===== config.mk =====
export PLATFORM = sky130hd
export DESIGN_NAME = sleep_clock_gating
export DESIGN_NICKNAME = d
export VERILOG_FILES = /design/src/sleep_gate_pkg.sv /design/src/sleep_clock_gating.sv
export SDC_FILE = /design/constraint.sdc
export NUM_CORES = 1
export LEC_CHECK = 0
export BUFFER_PORTS_ARGS = -buffer_cell sky130_fd_sc_hd__buf_2
export CAP_MARGIN = 40
export CORE_MARGIN = 2
export CORE_UTILIZATION = 43
export CTS_CLUSTER_DIAMETER = 60
export DETAILED_ROUTE_END_ITERATION = 10
export PLACE_DENSITY = 0.87
export SYNTH_ARGS = -nofsm -noshare
export SYNTH_HDL_FRONTEND = slang
export SYNTH_SLANG_ARGS = --single-unit
export TNS_END_PERCENT = 20

===== constraint.sdc =====
create_clock -name clk -period 2.54 [get_ports clk]
set_clock_uncertainty 0.1 [all_clocks]
set_input_delay 0.508 -clock clk [delete_from_list [all_inputs] [get_ports clk]]
set_output_delay 0.508 -clock clk [all_outputs]
set_load 0.02 [all_outputs]

===== src/sleep_gate_pkg.sv =====
/*
 * Shared constants and types for the sleep-mode clock gate block:
 * register offsets, field layout, reset values, event bits, states.
 * Assumes a 12-bit byte address inside the system control window.
 */
package sleep_gate_pkg;

    localparam int ADDR_W = 12;
    localparam int DATA_W = 32;
    localparam int UNIT_W = 5;

    // system control window base, for software reference only
    localparam logic [31:0] SYS_CTRL_BASE = 32'h400f_e000;

    // register byte offsets
    localparam logic [ADDR_W-1:0] SLEEP_GATE_OFF = 12'h114;
    localparam logic [ADDR_W-1:0] EVT_STAT_OFF   = 12'h130;
    localparam logic [ADDR_W-1:0] EVT_MASK_OFF   = 12'h134;
    localparam logic [ADDR_W-1:0] GATE_CTRL_OFF  = 12'h138;

    // reset values
    localparam logic [DATA_W-1:0] SLEEP_GATE_RESET = 32'h0000_0000;
    localparam logic [DATA_W-1:0] ZERO_WORD        = 32'h0000_0000;

    // gating bit positions
    localparam int COMPARATOR_B_GATE = 25;
    localparam int COMPARATOR_A_GATE = 24;
    localparam int GP_COUNTER_D_GATE = 19;
    localparam int GP_COUNTER_C_GATE = 18;
    localparam int GP_COUNTER_B_GATE = 17;
    localparam int GP_COUNTER_A_GATE = 16;
    localparam int TWO_WIRE_B_GATE   = 14;
    localparam int TWO_WIRE_A_GATE   = 12;
    localparam int SYNC_SERIAL_B_GATE  = 5;
    localparam int SYNC_SERIAL_A_GATE  = 4;
    localparam int ASYNC_SERIAL_C_GATE = 2;
    localparam int ASYNC_SERIAL_B_GATE = 1;
    localparam int ASYNC_SERIAL_A_GATE = 0;

    // writable (implemented) gating bits; every other bit is reserved
    localparam logic [DATA_W-1:0] GATE_IMPL_MASK = 32'h030f_5037;

    // control register fields
    localparam int AUTO_CLOCK_GATING_BIT = 0;

    // event bits in status and mask
    localparam int EVT_W         = 3;
    localparam int EVT_FAULT     = 0;
    localparam int EVT_SLEEP_IN  = 1;
    localparam int EVT_SLEEP_OUT = 2;

    // bus access toward a gated peripheral unit
    typedef struct packed {
        logic              req;
        logic              wr;
        logic [UNIT_W-1:0] unit;
    } unit_acc_type;

    typedef enum logic [1:0] {
        ST_RUN   = 2'b00,
        ST_SLEEP = 2'b01
    } pwr_state_type;

endpackage : sleep_gate_pkg


===== src/sleep_clock_gating.sv =====
/*
 * Sleep-mode clock gating register with its gate-enable logic,
 * bus-fault check for gated units, and event interrupt.
 * Assumes: one clock, a simple strobe register port, sleep_req and
 * run_gate coming from logic on the same clock, and latch-based
 * clock gate cells downstream that consume unit_clk_en.
 * The run-mode gating word, the sleep gating register, the power state and the auto clock gating choice
 * are the only inputs to the enable mux; deep-sleep gating is
 * handled elsewhere and never reaches this block.
 * Software is expected to keep reserved bits as read and to set
 * every unit it needs in Sleep before requesting Sleep.
 * unit_acc comes from the bus fabric in the access cycle and
 * names a unit by its gating bit position; the fault answer
 * follows one cycle later.
 * Event status is write-one-to-clear, mask has the same layout,
 * and irq is a level that stays up while a masked event is set.
 */
// Strobed register access was left to the implementer.
// How it works
// - gate bit set means unit clocked in Sleep
// - gate bit clear stops clock, holds unit disabled
// - access to gated-off unit answers bus fault
// - gating register resets to all zeros
// - register applies only during Sleep operation
// - sleep settings need auto clock gating set
// - 32-bit read/write register at offset 0x114
// - fixed bit positions for each gated unit
// - reserved bits read zero, ignore writes
// - spare bit positions control nothing
`timescale 1ns/10ps

module sleep_clock_gating
    import sleep_gate_pkg::*;
(
    input  wire logic                          clk,
    input  wire logic                          sys_rst,
    input  wire logic [sleep_gate_pkg::ADDR_W-1:0] reg_addr,
    input  wire logic [sleep_gate_pkg::DATA_W-1:0] reg_wdata,
    input  wire logic                          reg_wr,
    input  wire logic                          reg_rd,
    output logic      [sleep_gate_pkg::DATA_W-1:0] reg_rdata,
    input  wire logic [sleep_gate_pkg::DATA_W-1:0] run_gate,
    input  wire logic                          sleep_req,
    input  wire sleep_gate_pkg::unit_acc_type  unit_acc,
    output logic                               unit_fault,
    output logic      [sleep_gate_pkg::DATA_W-1:0] unit_clk_en,
    output logic      [sleep_gate_pkg::DATA_W-1:0] unit_disable,
    output logic                               irq
);
    import sleep_gate_pkg::*;

    // register file state
    logic [DATA_W-1:0] sleep_gate_r;
    logic              auto_gate_r;
    logic [EVT_W-1:0]  evt_stat_r;
    logic [EVT_W-1:0]  evt_mask_r;
    logic [EVT_W-1:0]  evt_stat_nxt;
    logic [DATA_W-1:0] rdata_r;
    logic [DATA_W-1:0] rdata_nxt;

    // gate and mode state
    pwr_state_type     state_r;
    pwr_state_type     state_nxt;
    logic [DATA_W-1:0] gate_en_r;
    logic [DATA_W-1:0] gate_en_nxt;
    logic              fault_r;
    logic              fault_nxt;

    // events
    logic [EVT_W-1:0]  evt_set;
    logic              sleep_enter;
    logic              sleep_leave;

    // address decode helpers
    logic              hit_gate;
    logic              hit_stat;
    logic              hit_mask;
    logic              hit_ctrl;

    // register write enables
    logic              gate_we;
    logic              stat_we;
    logic              mask_we;
    logic              ctrl_we;

    // registered disable vector
    logic [DATA_W-1:0] disable_r;

    // every implemented gating bit, one per controlled unit
    function automatic logic [DATA_W-1:0] unit_mask();
        unit_mask                      = ZERO_WORD;
        unit_mask[COMPARATOR_B_GATE]   = 1'b1;
        unit_mask[COMPARATOR_A_GATE]   = 1'b1;
        unit_mask[GP_COUNTER_D_GATE]   = 1'b1;
        unit_mask[GP_COUNTER_C_GATE]   = 1'b1;
        unit_mask[GP_COUNTER_B_GATE]   = 1'b1;
        unit_mask[GP_COUNTER_A_GATE]   = 1'b1;
        unit_mask[TWO_WIRE_B_GATE]     = 1'b1;
        unit_mask[TWO_WIRE_A_GATE]     = 1'b1;
        unit_mask[SYNC_SERIAL_B_GATE]  = 1'b1;
        unit_mask[SYNC_SERIAL_A_GATE]  = 1'b1;
        unit_mask[ASYNC_SERIAL_C_GATE] = 1'b1;
        unit_mask[ASYNC_SERIAL_B_GATE] = 1'b1;
        unit_mask[ASYNC_SERIAL_A_GATE] = 1'b1;
    endfunction : unit_mask

    // keep only implemented gating bits
    function automatic logic [DATA_W-1:0] impl_bits(
        input logic [DATA_W-1:0] word
    );
        impl_bits = word & unit_mask();
    endfunction : impl_bits

    // true when a unit index names an implemented gating bit
    function automatic logic is_unit(
        input logic [UNIT_W-1:0] idx
    );
        case (idx)
            UNIT_W'(COMPARATOR_B_GATE),
            UNIT_W'(COMPARATOR_A_GATE),
            UNIT_W'(GP_COUNTER_D_GATE),
            UNIT_W'(GP_COUNTER_C_GATE),
            UNIT_W'(GP_COUNTER_B_GATE),
            UNIT_W'(GP_COUNTER_A_GATE),
            UNIT_W'(TWO_WIRE_B_GATE),
            UNIT_W'(TWO_WIRE_A_GATE),
            UNIT_W'(SYNC_SERIAL_B_GATE),
            UNIT_W'(SYNC_SERIAL_A_GATE),
            UNIT_W'(ASYNC_SERIAL_C_GATE),
            UNIT_W'(ASYNC_SERIAL_B_GATE),
            UNIT_W'(ASYNC_SERIAL_A_GATE): begin
                is_unit = 1'b1;
            end
            default: begin
                // spare positions never fault
                is_unit = 1'b0;
            end
        endcase
    endfunction : is_unit

    // register address decode
    assign hit_gate = (reg_addr == SLEEP_GATE_OFF);
    assign hit_stat = (reg_addr == EVT_STAT_OFF);
    assign hit_mask = (reg_addr == EVT_MASK_OFF);
    assign hit_ctrl = (reg_addr == GATE_CTRL_OFF);

    // a write lands only on an exact offset match
    assign gate_we  = reg_wr && hit_gate;
    assign stat_we  = reg_wr && hit_stat;
    assign mask_we  = reg_wr && hit_mask;
    assign ctrl_we  = reg_wr && hit_ctrl;

    // sleep gating register
    always_ff @(posedge clk or posedge sys_rst) begin
        if (sys_rst) begin
            sleep_gate_r <= SLEEP_GATE_RESET;
        end else if (gate_we) begin
            // reserved bits never store anything
            sleep_gate_r <= impl_bits(reg_wdata);
        end
    end

    // auto clock gating control bit
    always_ff @(posedge clk or posedge sys_rst) begin
        if (sys_rst) begin
            auto_gate_r <= 1'b0;
        end else if (ctrl_we) begin
            auto_gate_r <= reg_wdata[AUTO_CLOCK_GATING_BIT];
        end
    end

    // interrupt mask
    always_ff @(posedge clk or posedge sys_rst) begin
        if (sys_rst) begin
            evt_mask_r <= '0;
        end else if (mask_we) begin
            evt_mask_r <= reg_wdata[EVT_W-1:0];
        end
    end

    // events raised by this block
    always_comb begin
        evt_set                = '0;
        evt_set[EVT_FAULT]     = fault_nxt;
        evt_set[EVT_SLEEP_IN]  = sleep_enter;
        evt_set[EVT_SLEEP_OUT] = sleep_leave;
    end

    // write-one-to-clear; a new event in the same cycle survives
    always_comb begin
        evt_stat_nxt = evt_stat_r;
        for (int b = 0; b < EVT_W; b++) begin
            // set wins, so an event is never lost to a late clear
            if (evt_set[b]) begin
                evt_stat_nxt[b] = 1'b1;
            end else if (stat_we && reg_wdata[b]) begin
                evt_stat_nxt[b] = 1'b0;
            end
        end
    end

    always_ff @(posedge clk or posedge sys_rst) begin
        if (sys_rst) begin
            evt_stat_r <= '0;
        end else begin
            evt_stat_r <= evt_stat_nxt;
        end
    end

    assign irq = |(evt_stat_r & evt_mask_r);

    // read mux; unmapped addresses read zero
    always_comb begin
        rdata_nxt = ZERO_WORD;
        if (reg_rd) begin
            case (reg_addr)
                SLEEP_GATE_OFF: begin
                    rdata_nxt = impl_bits(sleep_gate_r);
                end
                EVT_STAT_OFF: begin
                    rdata_nxt[EVT_W-1:0] = evt_stat_r;
                end
                EVT_MASK_OFF: begin
                    rdata_nxt[EVT_W-1:0] = evt_mask_r;
                end
                GATE_CTRL_OFF: begin
                    rdata_nxt[AUTO_CLOCK_GATING_BIT] = auto_gate_r;
                end
                default: begin
                    rdata_nxt = ZERO_WORD;
                end
            endcase
        end
    end

    // read data stand only in the cycle after the strobe
    always_ff @(posedge clk or posedge sys_rst) begin
        if (sys_rst) begin
            rdata_r <= ZERO_WORD;
        end else begin
            rdata_r <= rdata_nxt;
        end
    end

    assign reg_rdata = rdata_r;

    // power mode tracking
    always_comb begin
        state_nxt = state_r;
        case (state_r)
            ST_RUN: begin
                if (sleep_req) begin
                    state_nxt = ST_SLEEP;
                end
            end
            ST_SLEEP: begin
                if (!sleep_req) begin
                    state_nxt = ST_RUN;
                end
            end
            default: begin
                state_nxt = ST_RUN;
            end
        endcase
    end

    assign sleep_enter = (state_r == ST_RUN) && sleep_req;
    assign sleep_leave = (state_r == ST_SLEEP) && !sleep_req;

    always_ff @(posedge clk or posedge sys_rst) begin
        if (sys_rst) begin
            state_r <= ST_RUN;
        end else begin
            state_r <= state_nxt;
        end
    end

    // pick the gate source for the coming cycle;
    // without auto gating, sleep keeps the run-mode setting
    always_comb begin
        if ((state_nxt == ST_SLEEP) && auto_gate_r) begin
            gate_en_nxt = impl_bits(sleep_gate_r);
        end else begin
            gate_en_nxt = impl_bits(run_gate);
        end
    end

    // enables only change on a clock edge, so the downstream
    // gate cells never see a combinational glitch
    always_ff @(posedge clk or posedge sys_rst) begin
        if (sys_rst) begin
            gate_en_r <= ZERO_WORD;
        end else begin
            gate_en_r <= gate_en_nxt;
        end
    end

    assign unit_clk_en  = gate_en_r;
    // disable is registered beside the enable so the two never
    // disagree, even for one cycle; spare positions stay out
    always_ff @(posedge clk or posedge sys_rst) begin
        if (sys_rst) begin
            disable_r <= GATE_IMPL_MASK;
        end else begin
            disable_r <= GATE_IMPL_MASK & ~gate_en_nxt;
        end
    end

    assign unit_disable = disable_r;

    // bus fault check against the enables in force this cycle;
    // an access in the switch cycle sees the old setting, which
    // is the one its unit was actually clocked by
    always_comb begin
        fault_nxt = 1'b0;
        if (unit_acc.req && is_unit(unit_acc.unit)) begin
            fault_nxt = ~gate_en_r[unit_acc.unit];
        end
    end

    always_ff @(posedge clk or posedge sys_rst) begin
        if (sys_rst) begin
            fault_r <= 1'b0;
        end else begin
            fault_r <= fault_nxt;
        end
    end

    assign unit_fault = fault_r;

endmodule : sleep_clock_gating


==> flow_summary.toml, run 1 <==
[min_path]
hold_class = "input pin to async pin"

[cts]
hold_buffers = 0
ctsLongestPathBuffers = 2
clk_latency_ns = 0.34
cts_tree = "yes"
postCtsResizedCells = 0
cts_buffers = 9
clkTransAtPathRegs_ns = 0.06
cts-htree-levels = 3
cts_setup_buffers = 0
clock-sinks = 62
cts-root-buf = "clkbuf_8"

[worst_setup_path]
cpMaxStageDelayCell = "dfrtp_1"
timing.rr.start = "unit_clk_en[19]$_DFF_PP0_"
crit_fanout = 4
worstPathCellList = "a222oi_1, inv_1, buf_2"
critPathMaxStageDelay_ns = 0.40
crit_buf_inv = 2
rrSetupSlack_ns = 1.11
crit_cells = 3
criticalPathCategory = "register to primary output"
cp.arrival_ns = 1.31
crit_path_end_kind = "primary output"
crit_family = "flip-flops"
regToRegEndpoint = "evt_stat_r[0]$_DFFE_PP0P_"
cp.required_ns = 1.93
startpoint_type = "register"
ff2ff_path_depth = 4

[route]
drt_iter0_drc = 76
viasPerCell = 4.543
drt_first_pass_iters = 4
via_count = 1958
antenna_left = 0
wirelength_mm = 5.663
drcViolationCount = 0
wl_per_cell_um = 13.14

[placement]
dpl.hpwl_mm = 4.321
gp_congestion = 0.8629
port_buffers = 89
post-place-ws_ns = 0.4759

[finish]
layout_commonest_cell = "buf_2"
fillers = 592
final_cell_mix = "buf_2 (89), conb_1 (58), dfrtp_1 (49)"
area_delta_synth_final_pct = 19.54
nNetsFinal = 435
n_antenna_cell = 0
drive_above_1_share = 0.4103

[grt]
grt_pass1_wl_mm = 8.680
antenna_found_initial = 0
grt_max_degree = 33
overflow = 0
grt_pass1_vias = 1869
grt_usage = 0.1550

[yosys]
synth_warnings = 0
synthArstFlopShare = 1.000
synth_flop_cell = "dfrtp_1"
ys_ff_latch = 62
ys_seq_area_frac = 0.5346
yosysTopAreaCell = "dfrtp_1"
syn-cell-area_mm2 = 0.002933
synth_area_leaders = "dfrtp_1 (42%), buf_4 (15%), dfstp_2 (12%)"
netlist_instances = 249
synth.distinct_cells = 39
avgSynthCellArea_um2 = 11.78
synth-edff-count = 0
synth_top_area_share = 0.4181

[sta]
worst_slew_pin_slew_ns = 0.6348
setup_viol = 0
drv_slew = 0
relSlewSlack = 0.5762
fmax_mhz = 520.7
finalCriticalPeriod_ns = 1.921
layout_setup_ws_ns = 0.6195
rsz0062_at_grt = "no"
tns_ns = 0
finalHoldViolCount = 0
finalCritPeriodShare = 0.7561

[floorplanning]
die_h_um = 86.59
coreArea_mm2 = 0.006681
ios = 186
die_w_um = 86.59
start_util = 0.4390
die_area_mm2 = 0.007497
rows = 30

[job]
max_cap_viol_count = 0

[power]
vdd_ir_drop_max_mv = 0.4146
leakagePower_uw = 0.001953
powerDensity_mw_per_mm2 = 658.3

[outcome]
status = "completed"
==> per-layer routing <==
metal  vias to the layer above  routed length [µm]  track usage
met5                         -                   0            0
met4                         0                 104      0.08523
met3                         8                 438      0.04952
met2                        97                2885       0.2566
met1                       943                2234       0.1779
li1                        910                   -            -
==> final cells by class <==
type,count,area (µm²),area share
clock inverter,4,95.09,0.02712
tap,80,100.1,0.02855
sequential,62,1568,0.4472
inverter,20,75.07,0.02141
clock buffer,11,141.4,0.04033
multi-input combinational,161,1039,0.2962
timing repair buffer,93,488.0,0.1392
==> power breakdown <==
group	switching [µW]	total (µW)	internal, µW
combinational	180	250	69.5
sequential	10.9	1030	1020
clock	355	1030	672
==> state kept, by name, summed over array words and instances, names as in the netlist <==
signal        flops
unit_clk_en      13
sleep_gate_r     13
unit_fault        1
reg_rdata        13
evt_mask_r        3
auto_gate_r       1
unit_disable     13
evt_stat_r        3
state_r           2
==> Yosys cell counts (3+ instances only) <==
library cell,number
mux2_2,20
o21ai_0,3
and2_1,10
dfstp_2,13
buf_2,3
nand2_1,3
nor2_1,10
a21oi_1,5
inv_1,20
dfrtp_1,49
nand3_1,4
mux2i_1,16
buf_4,58
nor2b_1,4
==> metrics by stage <==
stage / utilization / power, µW / cell area [µm²] / instances / hold WS [ns]
floorplan: - / 1283 / 3147 / 306 / 0.3170
global placement: 0.4893 / 1294 / 3269 / 416 / 0.3298
detailed placement: 0.4893 / 1299 / 3269 / 416 / 0.3446
CTS: 0.5247 / 2325 / 3506 / 431 / 0.1612
global route: 0.5247 / 2395 / 3506 / 431 / 0.2111
finish: 0.5247 / 2308 / 3506 / 431 / 0.1486
==> how the worst max path moves through the flow <==
stage | endpoint | slack [ns] | startpoint
CTS | irq | 0.59 | evt_stat_r[2]$_DFFE_PP0P_
global placement | sleep_gate_r[16]$_DFFE_PP0P_ | 0.51 | reg_addr[9]
global route | irq | 0.56 | evt_stat_r[2]$_DFFE_PP0P_
floorplan | auto_gate_r$_DFFE_PP0P_ | 0.41 | sys_rst
finish | irq | 0.62 | evt_stat_r[2]$_DFFE_PP0P_
detailed placement | sleep_gate_r[17]$_DFFE_PP0P_ | 0.48 | reg_addr[9]
==> logic make-up (layout without fill, tap and decap cells) <==
family,after synthesis,after routing,share of synthesized area
mux,36,36,0.1314
compound gates,21,21,0.05205
other cells,1,58,0.001279
buf+inv,83,128,0.1843
simple gates,46,46,0.09642
flops,62,62,0.5346
No activity file was read; power rests on OpenSTA's default activity.
==> inputs of run 2 (changes only) <==
CORE_UTILIZATION = 39   (was 43)
PLACE_DENSITY = 0.83   (was 0.87)
clock period = 1.54 ns   (was 2.54 ns; I/O delays follow)
==> run 2 against run 1 <==
Clock power increased by 50%. Worst hold slack got worse by 0.11 ns. Non-clock buffer count increased by 11. Global-route usage decreased by 0.72 points. Sequential share of layout area decreased by 1.6 points. The run now ends with setup timing left. Register-to-register slack got worse by 1.0 ns. Via count increased by 2.8%. Flip-flop and latch count unchanged. Largest cell class unchanged. Sequential power increased by 65%. Die area increased by 9.8%. Total power increased by 59%. Highest routed layer unchanged.
==> flow_summary.toml, run 2 (synthesis results as in run 1) <==
[power]
p_total_uw = 3666
powerDensity_mw_per_mm2 = 1008
vdd_ir_drop_max_mv = 0.6007
pwr-share-seq = 0.464
combPwrFrac = 0.116
clockPowerShare = 0.420
switching_share = 0.2474
leakagePower_uw = 0.002008
switchingPower_uw = 906.9
p_int_uw = 2759

[route]
wirelength_mm = 5.958
drt_first_pass_iters = 5
antenna_left = 0
wl_per_cell_um = 12.90
drcViolationCount = 0
viasPerCell = 4.357
via_count = 2013
drt_iter0_drc = 119

[grt]
grt_usage = 0.1478
grt_pass1_wl_mm = 9.425
overflow = 0
grt_max_degree = 52
grt_pass1_vias = 1947
antenna_found_initial = 0

[cts]
clock-sinks = 62
cts-root-buf = "clkbuf_8"
cts_buffers = 9
cts_tree = "yes"
clkTransAtPathRegs_ns = 0.07
clk_latency_ns = 0.33
ctsLongestPathBuffers = 2
cts-htree-levels = 3

[worst_setup_path]
ff2ff_path_depth = 4
critPathMaxStageDelay_ns = 0.38
crit_path_end_kind = "primary output"
crit_buf_inv = 2
timing.rr.start = "unit_clk_en[19]$_DFF_PP0_"
crit_family = "flip-flops"
worstPathCellList = "a222oi_1, inv_1, buf_2"
cp.arrival_ns = 1.30
rrSetupSlack_ns = 0.11
criticalPathCategory = "register to primary output"
crit_fanout = 2
cpMaxStageDelayCell = "dfrtp_1"
startpoint_type = "register"
critPathCapture = "irq"
regToRegEndpoint = "unit_fault$_DFF_PP0_"
crit_cells = 3
cp.required_ns = 1.13
critPathLaunch = "evt_mask_r[2]$_DFFE_PP0P_"

[placement]
port_buffers = 89
placed_area_mm2 = 0.003374
dp.cells = 442
gp_congestion = 0.8013
dpl.hpwl_mm = 4.622

[min_path]
hold_class = "input pin to register"

[finish]
fillers = 680
n_antenna_cell = 0
final_area_mm2 = 0.003637
final_cell_mix = "buf_2 (89), conb_1 (58), dfrtp_1 (49)"
fin_cells = 462
multi_input_area_mm2 = 0.001054
layout_commonest_cell = "buf_2"
nNetsFinal = 446
area_delta_synth_final_pct = 24.02
seq_area_mm2 = 0.001568
drive_above_1_share = 0.4325

[outcome]
status = "complete, but fails checks"
violations = "setup timing"

[sta]
finalHoldViolCount = 0
drv_slew = 0
finalCriticalPeriod_ns = 1.708
finalCritPeriodShare = 1.109
layout_setup_ws_ns = -0.1683
rsz0062_at_grt = "yes"
fmax_mhz = 585.4
setup_viol = 1

[floorplanning]
ios = 186
start_util = 0.4043
rows = 31
die_h_um = 90.72
coreArea_mm2 = 0.007253
die_w_um = 90.72
die_area_mm2 = 0.008230

[job]
max_cap_viol_count = 0
[run 2: through the flow]
step,hold WS (ns),setup WS [ns],setup TNS [ns],util
after detailed placement,0.1785,-0.3302,-6.006,0.4652
final,0.03782,-0.1683,-0.1683,0.5015
after floorplan,0.2855,-0.1872,-2.266,-
after CTS,0.02746,-0.1902,-0.1902,0.4994
after global placement,0.1784,-0.2994,-5.540,0.4652
after global routing,0.03691,-0.2447,-0.3727,0.5015
[run 2: layout make-up]
class	count	area share
clock inverter	4	0.01926
timing repair buffer	104	0.1644
tap	99	0.03406
clock buffer	12	0.03990
inverter	20	0.02167
multi-input combinational	161	0.2896
sequential	62	0.4310
[run 2: worst register-to-register path, stage by stage, from the launching register on]
cell	delay, ns
dfrtp_1	0.39
mux2i_1	0.16
a21oi_1	0.08
a2111o_1	0.36
nor3_1	0.24
[run 2: worst min-delay path by stage]
stage | start | endpoint | slack (ns) | cells after the start
2_1_floorplan | run_gate[12] | unit_disable[12]$_DFF_PP1_ | 0.29 | 1
3_3_place_gp | sys_rst | unit_fault$_DFF_PP0_ | 0.18 | 2
3_5_place_dp | sys_rst | unit_clk_en[2]$_DFF_PP0_ | 0.18 | 2
4_1_cts | run_gate[18] | unit_disable[18]$_DFF_PP1_ | 0.03 | 2
5_1_grt | run_gate[19] | unit_disable[19]$_DFF_PP1_ | 0.04 | 2
6_report | run_gate[18] | unit_disable[18]$_DFF_PP1_ | 0.04 | 2
[run 2: layer usage]
layer,global-route usage,part of all wire,vias to the layer above
met4,0.06923,0.024,0
li1,-,-,932
met3,0.04174,0.079,16
met1,0.1678,0.39,957
met2,0.2562,0.51,108
met5,0,0,-
[run 2: power by group through the flow]
stage | Combinational, µW | Clock, µW | Sequential (µW)
6_report | 425 | 1540 | 1700
3_5_place_dp | 422 | 0 | 1730
5_1_grt | 464 | 1640 | 1710
3_3_place_gp | 416 | 0 | 1730
4_1_cts | 426 | 1570 | 1700
2_1_floorplan | 338 | 0 | 1780
[run 2: timing repair]
action / 4_1_cts / 5_1_grt
pin swaps: 1 / 1
setup endpoints to repair: 1 / 17
hold buffers: 1 / 0
setup buffers: 3 / 0
resized for setup: 0 / 3
endpoints found under the hold margin: 8 / 0
